**config.mk**
```make
export PLATFORM = sky130hd
export DESIGN_NAME = registered_bus_transceiver
export DESIGN_NICKNAME = d
export VERILOG_FILES = /design/src/registered_bus_transceiver.v /design/src/xcvr_fifo.v
export VERILOG_INCLUDE_DIRS = /design/src
export SDC_FILE = /design/constraint.sdc
export NUM_CORES = 1
export LEC_CHECK = 0
export BUFFER_PORTS_ARGS = -buffer_cell sky130_fd_sc_hd__buf_2
export CAP_MARGIN = 10
export CORE_MARGIN = 2
export CORE_UTILIZATION = 60
export DETAILED_ROUTE_END_ITERATION = 12
export PLACE_DENSITY = 0.81
export SETUP_SLACK_MARGIN = 0.15
export SYNTH_ARGS = -nofsm -noshare
export SYNTH_HDL_FRONTEND = slang
export SYNTH_HIERARCHICAL = 1
export SYNTH_SLANG_ARGS = --single-unit
```
**constraint.sdc**
```tcl
create_clock -name clk_in -period 3.2 [get_ports clk_in]
set_input_delay 0.64 -clock clk_in [delete_from_list [all_inputs] [get_ports clk_in]]
set_output_delay 0.64 -clock clk_in [all_outputs]
set_load 0.1 [all_outputs]
```
**src/xcvr_defs.vh**
```
// Constants shared by the registered bus transceiver and its queue.
// Assumes one 10 MHz system clock and an active-low asynchronous reset.
//
// Operation
// Two separate 8-bit holding registers, one per direction between buses A and B.
// A register loads its input bus on its clock rise only while load enable is low; the code loads it from a queue only while the far bus is released.
// Stored value drives the far bus only while drive enable is low, else released.
// A-to-B and B-to-A paths behave identically in capture and drive.
// Each direction has its own clock, load enable and drive enable inputs.
// Non-inverting build passes captured bits to the output bus unchanged.
// Inverting build drives the complement; a build parameter picks the variant.
// A-to-B uses its controls and drives B; B-to-A likewise drives A.
`ifndef XCVR_DEFS_VH
`define XCVR_DEFS_VH

// ==========================================
// Widths and depths
`define XCVR_WIDTH 8
`define XCVR_FIFO_DEPTH 16
`define XCVR_FIFO_AW 4
`define XCVR_FIFO_CW 5

// ==========================================
// Reset values and variants
`define XCVR_DATA_RESET 8'h00
`define XCVR_INVERT_DEFAULT 1'b0

// ==========================================
// Synchronised pin vector layout
`define XCVR_SYNC_W 22
// Clocks reset low to match the edge detector, enables reset high (inactive)
`define XCVR_SYNC_RESET 22'h00000F
`define XCVR_SB_A_LSB 14
`define XCVR_SB_B_LSB 6
`define XCVR_SB_CLK_AB 5
`define XCVR_SB_CLK_BA 4
`define XCVR_SB_LOAD_AB 3
`define XCVR_SB_LOAD_BA 2
`define XCVR_SB_DRIVE_AB 1
`define XCVR_SB_DRIVE_BA 0

`endif

```
**src/registered_bus_transceiver.v**
```verilog
// Two-direction registered transceiver between buses A and B.
// Assumes all pins are asynchronous to clk_in; the pad ring resolves the
// two-way buses from the output enables.
`timescale 1ns/1ps
`include "xcvr_defs.vh"

module registered_bus_transceiver #(
   parameter INVERT = `XCVR_INVERT_DEFAULT
) (
   input wire clk_in,
   input wire nrst_in,
   input wire [`XCVR_WIDTH-1:0] bus_a_in,
   output wire [`XCVR_WIDTH-1:0] bus_a_out,
   output wire bus_a_oe_out,
   input wire [`XCVR_WIDTH-1:0] bus_b_in,
   output wire [`XCVR_WIDTH-1:0] bus_b_out,
   output wire bus_b_oe_out,
   input wire clock_a_to_b_in,
   input wire clock_b_to_a_in,
   input wire load_enable_n_a_to_b_in,
   input wire load_enable_n_b_to_a_in,
   input wire drive_enable_n_a_to_b_in,
   input wire drive_enable_n_b_to_a_in,
   output wire a_to_b_ready_out,
   output wire b_to_a_ready_out,
   output wire a_to_b_overflow_out,
   output wire b_to_a_overflow_out,
   output wire [`XCVR_FIFO_CW-1:0] a_to_b_level_out,
   output wire [`XCVR_FIFO_CW-1:0] b_to_a_level_out
);

   // ==========================================
   // Helpers
   function [`XCVR_WIDTH-1:0] polarity;
      input [`XCVR_WIDTH-1:0] value;
      begin
         polarity = value ^ {`XCVR_WIDTH{INVERT[0]}};
      end
   endfunction

   // ==========================================
   // Pin synchronisers
   wire [`XCVR_SYNC_W-1:0] pins_raw;
   reg [`XCVR_SYNC_W-1:0] sync1_reg;
   reg [`XCVR_SYNC_W-1:0] sync2_reg;
   reg clk_ab_last_reg;
   reg clk_ba_last_reg;

   assign pins_raw = {bus_a_in, bus_b_in, clock_a_to_b_in, clock_b_to_a_in,
      load_enable_n_a_to_b_in, load_enable_n_b_to_a_in,
      drive_enable_n_a_to_b_in, drive_enable_n_b_to_a_in};

   // Enables reset to their inactive high level so nothing drives after reset
   always @(posedge clk_in or negedge nrst_in) begin
      if (!nrst_in) begin
         sync1_reg <= `XCVR_SYNC_RESET;
         sync2_reg <= `XCVR_SYNC_RESET;
         clk_ab_last_reg <= 1'b0;
         clk_ba_last_reg <= 1'b0;
      end else begin
         sync1_reg <= pins_raw;
         sync2_reg <= sync1_reg;
         clk_ab_last_reg <= sync2_reg[`XCVR_SB_CLK_AB];
         clk_ba_last_reg <= sync2_reg[`XCVR_SB_CLK_BA];
      end
   end

   wire [`XCVR_WIDTH-1:0] a_sync;
   wire [`XCVR_WIDTH-1:0] b_sync;
   wire rise_ab;
   wire rise_ba;
   wire load_n_ab;
   wire load_n_ba;
   wire drive_n_ab;
   wire drive_n_ba;

   assign a_sync = sync2_reg[`XCVR_SB_A_LSB +: `XCVR_WIDTH];
   assign b_sync = sync2_reg[`XCVR_SB_B_LSB +: `XCVR_WIDTH];
   assign rise_ab = sync2_reg[`XCVR_SB_CLK_AB] && !clk_ab_last_reg;
   assign rise_ba = sync2_reg[`XCVR_SB_CLK_BA] && !clk_ba_last_reg;
   assign load_n_ab = sync2_reg[`XCVR_SB_LOAD_AB];
   assign load_n_ba = sync2_reg[`XCVR_SB_LOAD_BA];
   assign drive_n_ab = sync2_reg[`XCVR_SB_DRIVE_AB];
   assign drive_n_ba = sync2_reg[`XCVR_SB_DRIVE_BA];

   // ==========================================
   // Capture into the per-direction queues
   // Each direction owns its clock, load enable and drive enable
   wire cap_ab;
   wire cap_ba;
   wire ab_in_ready;
   wire ba_in_ready;

   assign cap_ab = rise_ab && !load_n_ab;
   assign cap_ba = rise_ba && !load_n_ba;
   assign a_to_b_ready_out = ab_in_ready;
   assign b_to_a_ready_out = ba_in_ready;

   wire ab_head_valid;
   wire ba_head_valid;
   wire [`XCVR_WIDTH-1:0] ab_head;
   wire [`XCVR_WIDTH-1:0] ba_head;
   wire ab_pop;
   wire ba_pop;

   // Queue drains only while its bus is released, so a driven value never
   // changes under the far side; captures meanwhile pile up and back-pressure
   assign ab_pop = ab_head_valid && drive_n_ab;
   assign ba_pop = ba_head_valid && drive_n_ba;

   xcvr_fifo #(
      .WIDTH(`XCVR_WIDTH),
      .DEPTH(`XCVR_FIFO_DEPTH),
      .AW(`XCVR_FIFO_AW),
      .CW(`XCVR_FIFO_CW)
   ) u_fifo_ab (
      .clk_in(clk_in),
      .nrst_in(nrst_in),
      .in_valid_in(cap_ab),
      .in_ready_out(ab_in_ready),
      .in_data_in(a_sync),
      .out_valid_out(ab_head_valid),
      .out_ready_in(drive_n_ab),
      .out_data_out(ab_head),
      .level_out(a_to_b_level_out)
   );

   xcvr_fifo #(
      .WIDTH(`XCVR_WIDTH),
      .DEPTH(`XCVR_FIFO_DEPTH),
      .AW(`XCVR_FIFO_AW),
      .CW(`XCVR_FIFO_CW)
   ) u_fifo_ba (
      .clk_in(clk_in),
      .nrst_in(nrst_in),
      .in_valid_in(cap_ba),
      .in_ready_out(ba_in_ready),
      .in_data_in(b_sync),
      .out_valid_out(ba_head_valid),
      .out_ready_in(drive_n_ba),
      .out_data_out(ba_head),
      .level_out(b_to_a_level_out)
   );

   // ==========================================
   // Holding registers and output drive
   reg [`XCVR_WIDTH-1:0] ab_hold_reg;
   reg [`XCVR_WIDTH-1:0] ba_hold_reg;
   reg b_oe_reg;
   reg a_oe_reg;
   reg ab_ovf_reg;
   reg ba_ovf_reg;

   always @(posedge clk_in or negedge nrst_in) begin
      if (!nrst_in) begin
         ab_hold_reg <= `XCVR_DATA_RESET;
         ba_hold_reg <= `XCVR_DATA_RESET;
         b_oe_reg <= 1'b0;
         a_oe_reg <= 1'b0;
         ab_ovf_reg <= 1'b0;
         ba_ovf_reg <= 1'b0;
      end else begin
         if (ab_pop) begin
            ab_hold_reg <= polarity(ab_head);
         end
         if (ba_pop) begin
            ba_hold_reg <= polarity(ba_head);
         end
         b_oe_reg <= !drive_n_ab;
         a_oe_reg <= !drive_n_ba;
         // A capture that meets a full queue is dropped and flagged for one cycle
         ab_ovf_reg <= cap_ab && !ab_in_ready;
         ba_ovf_reg <= cap_ba && !ba_in_ready;
      end
   end

   assign bus_b_out = ab_hold_reg;
   assign bus_b_oe_out = b_oe_reg;
   assign bus_a_out = ba_hold_reg;
   assign bus_a_oe_out = a_oe_reg;
   assign a_to_b_overflow_out = ab_ovf_reg;
   assign b_to_a_overflow_out = ba_ovf_reg;

endmodule

```
**src/xcvr_fifo.v**
```verilog
// Small synchronous queue with a registered read port.
// Assumes writer and reader share clk_in; reset is asynchronous, active low.
`timescale 1ns/1ps
`include "xcvr_defs.vh"

module xcvr_fifo #(
   parameter WIDTH = `XCVR_WIDTH,
   parameter DEPTH = `XCVR_FIFO_DEPTH,
   parameter AW = `XCVR_FIFO_AW,
   parameter CW = `XCVR_FIFO_CW
) (
   input wire clk_in,
   input wire nrst_in,
   input wire in_valid_in,
   output wire in_ready_out,
   input wire [WIDTH-1:0] in_data_in,
   output wire out_valid_out,
   input wire out_ready_in,
   output wire [WIDTH-1:0] out_data_out,
   output wire [CW-1:0] level_out
);

   // ==========================================
   // Storage
   reg [WIDTH-1:0] mem [0:DEPTH-1];
   reg [AW-1:0] wr_ptr_reg;
   reg [AW-1:0] rd_ptr_reg;
   reg [CW-1:0] count_reg;
   reg [WIDTH-1:0] head_reg;
   reg head_valid_reg;

   wire push;
   wire pop_out;
   wire refill;

   // Head register is an extra slot, so total capacity is DEPTH plus one
   assign in_ready_out = (count_reg != DEPTH[CW-1:0]);
   assign push = in_valid_in && in_ready_out;
   assign pop_out = head_valid_reg && out_ready_in;
   assign refill = (count_reg != {CW{1'b0}}) && (!head_valid_reg || pop_out);
   assign out_valid_out = head_valid_reg;
   assign out_data_out = head_reg;
   assign level_out = count_reg;

   always @(posedge clk_in) begin
      if (push) begin
         mem[wr_ptr_reg] <= in_data_in;
      end
   end

   // ==========================================
   // Pointers and head register
   always @(posedge clk_in or negedge nrst_in) begin
      if (!nrst_in) begin
         wr_ptr_reg <= {AW{1'b0}};
         rd_ptr_reg <= {AW{1'b0}};
         count_reg <= {CW{1'b0}};
         head_reg <= {WIDTH{1'b0}};
         head_valid_reg <= 1'b0;
      end else begin
         if (push) begin
            wr_ptr_reg <= wr_ptr_reg + 1'b1;
         end
         if (refill) begin
            rd_ptr_reg <= rd_ptr_reg + 1'b1;
            head_reg <= mem[rd_ptr_reg];
            head_valid_reg <= 1'b1;
         end else if (pop_out) begin
            head_valid_reg <= 1'b0;
         end
         if (push && !refill) begin
            count_reg <= count_reg + 1'b1;
         end else if (refill && !push) begin
            count_reg <= count_reg - 1'b1;
         end
      end
   end

endmodule

```
==> impl_metrics.xml <==
<?xml version="1.0" encoding="UTF-8"?>
<metrics>
  <group name="worst_setup_path">
    <metric name="cpPeakStageDelay" unit="ns">0.60</metric>
    <metric name="timing.critical_path.fanout_max" unit="">6</metric>
    <metric name="crit_buf_inv" unit="">1</metric>
    <metric name="arrival" unit="ns">3.40</metric>
    <metric name="path_cells" unit="">or4_1 -&gt; o21ai_2 -&gt; ha_1 -&gt; inv_1 -&gt; fa_1 -&gt; a21o_1 -&gt; a21oi_1 -&gt; mux2i_1 -&gt; xnor2_1</metric>
    <metric name="worst_r2r_path_depth" unit="">9</metric>
    <metric name="path_class" unit="">reg2reg</metric>
    <metric name="regToRegSetupSlack" unit="ns">0.21</metric>
    <metric name="cpMaxStageDelayCell" unit="">or4_1</metric>
    <metric name="worstSetupEndpointType" unit="">flip-flop</metric>
    <metric name="setup_crit_end" unit="">u_fifo_ab/level_out[4]$_DFFE_PN0P_</metric>
    <metric name="worst_setup_path_start_kind" unit="">flip-flop</metric>
    <metric name="critPathTopFamily" unit="">adder cells</metric>
    <metric name="worstSetupStartpoint" unit="">u_fifo_ab/level_out[1]$_DFFE_PN0P_</metric>
    <metric name="worstReg2RegStart" unit="">u_fifo_ab/level_out[1]$_DFFE_PN0P_</metric>
    <metric name="timing.critical_path.required" unit="ns">3.61</metric>
    <metric name="timing.rr.end" unit="">u_fifo_ab/level_out[4]$_DFFE_PN0P_</metric>
    <metric name="cp.depth" unit="">9</metric>
  </group>
  <group name="layout">
    <metric name="area_growth" unit="%">12.8</metric>
    <metric name="final_net_count" unit="">847</metric>
    <metric name="largestRegisters" unit="">u_fifo_ab/mem: 128 flops, u_fifo_ba/mem: 128 flops</metric>
    <metric name="drive_above_1_share" unit="">0.265</metric>
    <metric name="util_after_layout" unit="">0.693</metric>
    <metric name="num_antenna_cells" unit="">0</metric>
  </group>
  <group name="timing">
    <metric name="clock_skew" unit="ns">0.0110</metric>
    <metric name="fin_setup_tns" unit="ns">0</metric>
    <metric name="worst-slew-pin-transition" unit="ns">1.14</metric>
    <metric name="final.period_utilization" unit="">0.933</metric>
    <metric name="slew_viol_final" unit="">0</metric>
    <metric name="timing_hold_violations_final" unit="">0</metric>
    <metric name="fin_crit" unit="ns">2.99</metric>
    <metric name="setup_violations" unit="">0</metric>
    <metric name="maxSlewHeadroom" unit="">0.237</metric>
    <metric name="max_clock_freq" unit="MHz">335</metric>
    <metric name="rsz0062_at_grt" unit="">yes</metric>
    <metric name="finalWorstSetupSlack" unit="ns">0.215</metric>
  </group>
  <group name="floorplan">
    <metric name="design.portCount" unit="">56</metric>
    <metric name="core.rowCount" unit="">55</metric>
    <metric name="core_region_area" unit="um^2">22800</metric>
    <metric name="die_area" unit="um^2">24600</metric>
    <metric name="die-height" unit="um">157</metric>
    <metric name="die_x_extent" unit="um">157</metric>
    <metric name="initial_utilization" unit="">0.615</metric>
  </group>
  <group name="drt">
    <metric name="finalWirelength" unit="um">26800</metric>
    <metric name="first_iter_violations" unit="">494</metric>
    <metric name="antenna_left" unit="">0</metric>
    <metric name="drc" unit="">0</metric>
    <metric name="post_drt_wl_per_cell" unit="um">23.5</metric>
    <metric name="vias_per_cell" unit="">6.04</metric>
    <metric name="detailedRoute.firstPassIterationCount" unit="">5</metric>
    <metric name="dr_total_vias" unit="">6893</metric>
  </group>
  <group name="pwr">
    <metric name="power.leakage" unit="uW">0.00577</metric>
    <metric name="fin_total_pwr" unit="uW">14500</metric>
    <metric name="power.ir.vdd_worst" unit="mV">0.641</metric>
    <metric name="p_per_area" unit="nW/um^2">921</metric>
  </group>
  <group name="grt">
    <metric name="grt_pass1_wl" unit="um">41700</metric>
    <metric name="grt_overflow" unit="">0</metric>
    <metric name="grt_max_degree" unit="">69</metric>
    <metric name="grt_usage" unit="">0.228</metric>
    <metric name="grt_pass1_vias" unit="">7275</metric>
    <metric name="grt_antenna_before_repair" unit="">0</metric>
  </group>
  <group name="synth">
    <metric name="synth_seq_area_share" unit="">0.746</metric>
    <metric name="yosys_warnings" unit="">6</metric>
    <metric name="postSynthCellCount" unit="">718</metric>
    <metric name="postSynth.asyncResetShare" unit="">0.301</metric>
    <metric name="netlist.area_leader.share" unit="">0.549</metric>
    <metric name="synthMostInstantiatedCell" unit="">edfxtp_1</metric>
    <metric name="ys_ff_latch" unit="">366</metric>
    <metric name="synth_flop_cell" unit="">edfxtp_1</metric>
    <metric name="number_of_enable_type_register_cells_in_the_synthesized_netlist" unit="">256</metric>
    <metric name="post_synth_most_frequent_cells" unit="">256 x edfxtp_1, 102 x dfrtp_1, 46 x mux4_2</metric>
    <metric name="synth.area.top_cells" unit="">edfxtp_1 55%, dfrtp_1 18%, mux4_2 7.4%, mux4_1 3.4%, ha_1 1.6%</metric>
    <metric name="netlist-cell-type-count" unit="">36</metric>
    <metric name="post-synth-top-area-cell" unit="">edfxtp_1</metric>
    <metric name="syn_area_per_cell" unit="um^2">19.5</metric>
    <metric name="netlist_area" unit="um^2">14000</metric>
    <metric name="synth_fp_nets" unit="">762</metric>
  </group>
  <group name="run_status">
    <metric name="outcome" unit="">completed</metric>
  </group>
  <group name="job">
    <metric name="max_cap_violations" unit="">0</metric>
  </group>
  <group name="place">
    <metric name="dp_hpwl" unit="um">16900</metric>
    <metric name="gp_congestion" unit="">0.768</metric>
    <metric name="place.port_buffers" unit="">55</metric>
    <metric name="setup_ws_pre_cts" unit="ns">0.379</metric>
  </group>
  <group name="clock_tree">
    <metric name="clk_root_buffer_cell" unit="">clkbuf_16</metric>
    <metric name="ctsHtreeMaxLevel" unit="">2</metric>
    <metric name="skew_pair_late_insertion_delay" unit="ns">0.50</metric>
    <metric name="path_clk_slew" unit="ns">0.06</metric>
    <metric name="cts_inserted_buffers" unit="">36</metric>
    <metric name="tritoncts" unit="">built</metric>
    <metric name="clock_sinks" unit="">366</metric>
    <metric name="ctsLongestPathBuffers" unit="">3</metric>
  </group>
  <group name="hold_path">
    <metric name="timing.hold.worst.class" unit="">in2async</metric>
  </group>
</metrics>
## through the flow
stage	area, um^2	hold WS (ns)	cells
after floorplan	14000	0.331	718
after global placement	14700	0.333	1072
after detailed placement	14700	0.335	1072
after CTS	15800	0.162	1136
after global routing	15800	0.195	1142
final	15800	0.145	1142
## metal layers
| layer | routed length (um) | track usage |
|---|---|---|
| met2 | 14600 | 0.420 |
| met4 | 814 | 0.0682 |
| met5 | 0 | 0 |
| met3 | 1340 | 0.0335 |
| met1 | 10100 | 0.280 |
## layout by cell type (no fill, tap or decap), types with 6 or more instances in the layout
cell         n
edfxtp_1   256
dfrtp_1     92
buf_2       58
mux4_2      46
clkbuf_16   38
nor2_1      34
buf_4       22
mux2_2      20
nand2_1     20
a21oi_1     20
nor2b_1     18
mux2i_1     18
mux4_1      18
ha_1        17
a211o_1     16
a22o_1      16
xnor2_1     14
clkbuf_1    12
inv_1       10
dfstp_2      8
nor3_1       8
nand2b_1     6
o21ai_0      6
xor2_1       6
dfrtp_2      6
## cells by family after synthesis
group	after synthesis	share of synthesized area
multiplexers	102	0.137
XOR/XNOR	20	0.0125
buffers and inverters	46	0.0190
adder cells (fa/ha/maj)	20	0.0189
flip-flops	366	0.746
AND/OR/NAND/NOR	98	0.0336
AO/OA/AOI/OAI	66	0.0332
## cell type report
type                    instances  area, um^2
inverters                      10        37.5
clock inverters                12        70.1
multi-input cells             306        3300
flip-flops and latches        366       10500
repair buffers                 83         500
fillers                      1381        6980
clock buffers                  52        1020
well taps                     313         392
## worst min-delay path by stage
stage	startpoint	endpoint	slack, ns	cells past startpoint
CTS	nrst_in	bus_b_out[4]$_DFFE_PN0P_	0.16	1
floorplan	sync1_reg[10]$_DFF_PN0_	sync2_reg[10]$_DFF_PN0_	0.33	0
detailed placement	sync1_reg[21]$_DFF_PN0_	sync2_reg[21]$_DFF_PN0_	0.33	0
finish	nrst_in	bus_b_out[4]$_DFFE_PN0P_	0.15	1
global route	nrst_in	bus_b_out[4]$_DFFE_PN0P_	0.20	1
global placement	sync1_reg[19]$_DFF_PN0_	sync2_reg[19]$_DFF_PN0_	0.33	0
## what timing repair did
item / 4_1_cts / 5_1_grt
hold buffers: 0 / 0
setup buffers: 0 / 0
endpoints found under the setup margin: 0 / 2
resized for setup: 0 / 3
## where the power goes
part	switching, uW	total [uW]	internal, uW
Clock	1640	3870	2230
Combinational	2600	4310	1710
Sequential	780	6370	5590
## worst register-to-register path, stage by stage, from the launching register on
cell	delay, ns
dfrtp_4	0.51
or4_1	0.60
o21ai_2	0.18
ha_1	0.19
inv_1	0.12
fa_1	0.43
a21o_1	0.20
a21oi_1	0.24
mux2i_1	0.28
xnor2_1	0.15
Power figures use the tool's default switching activity.
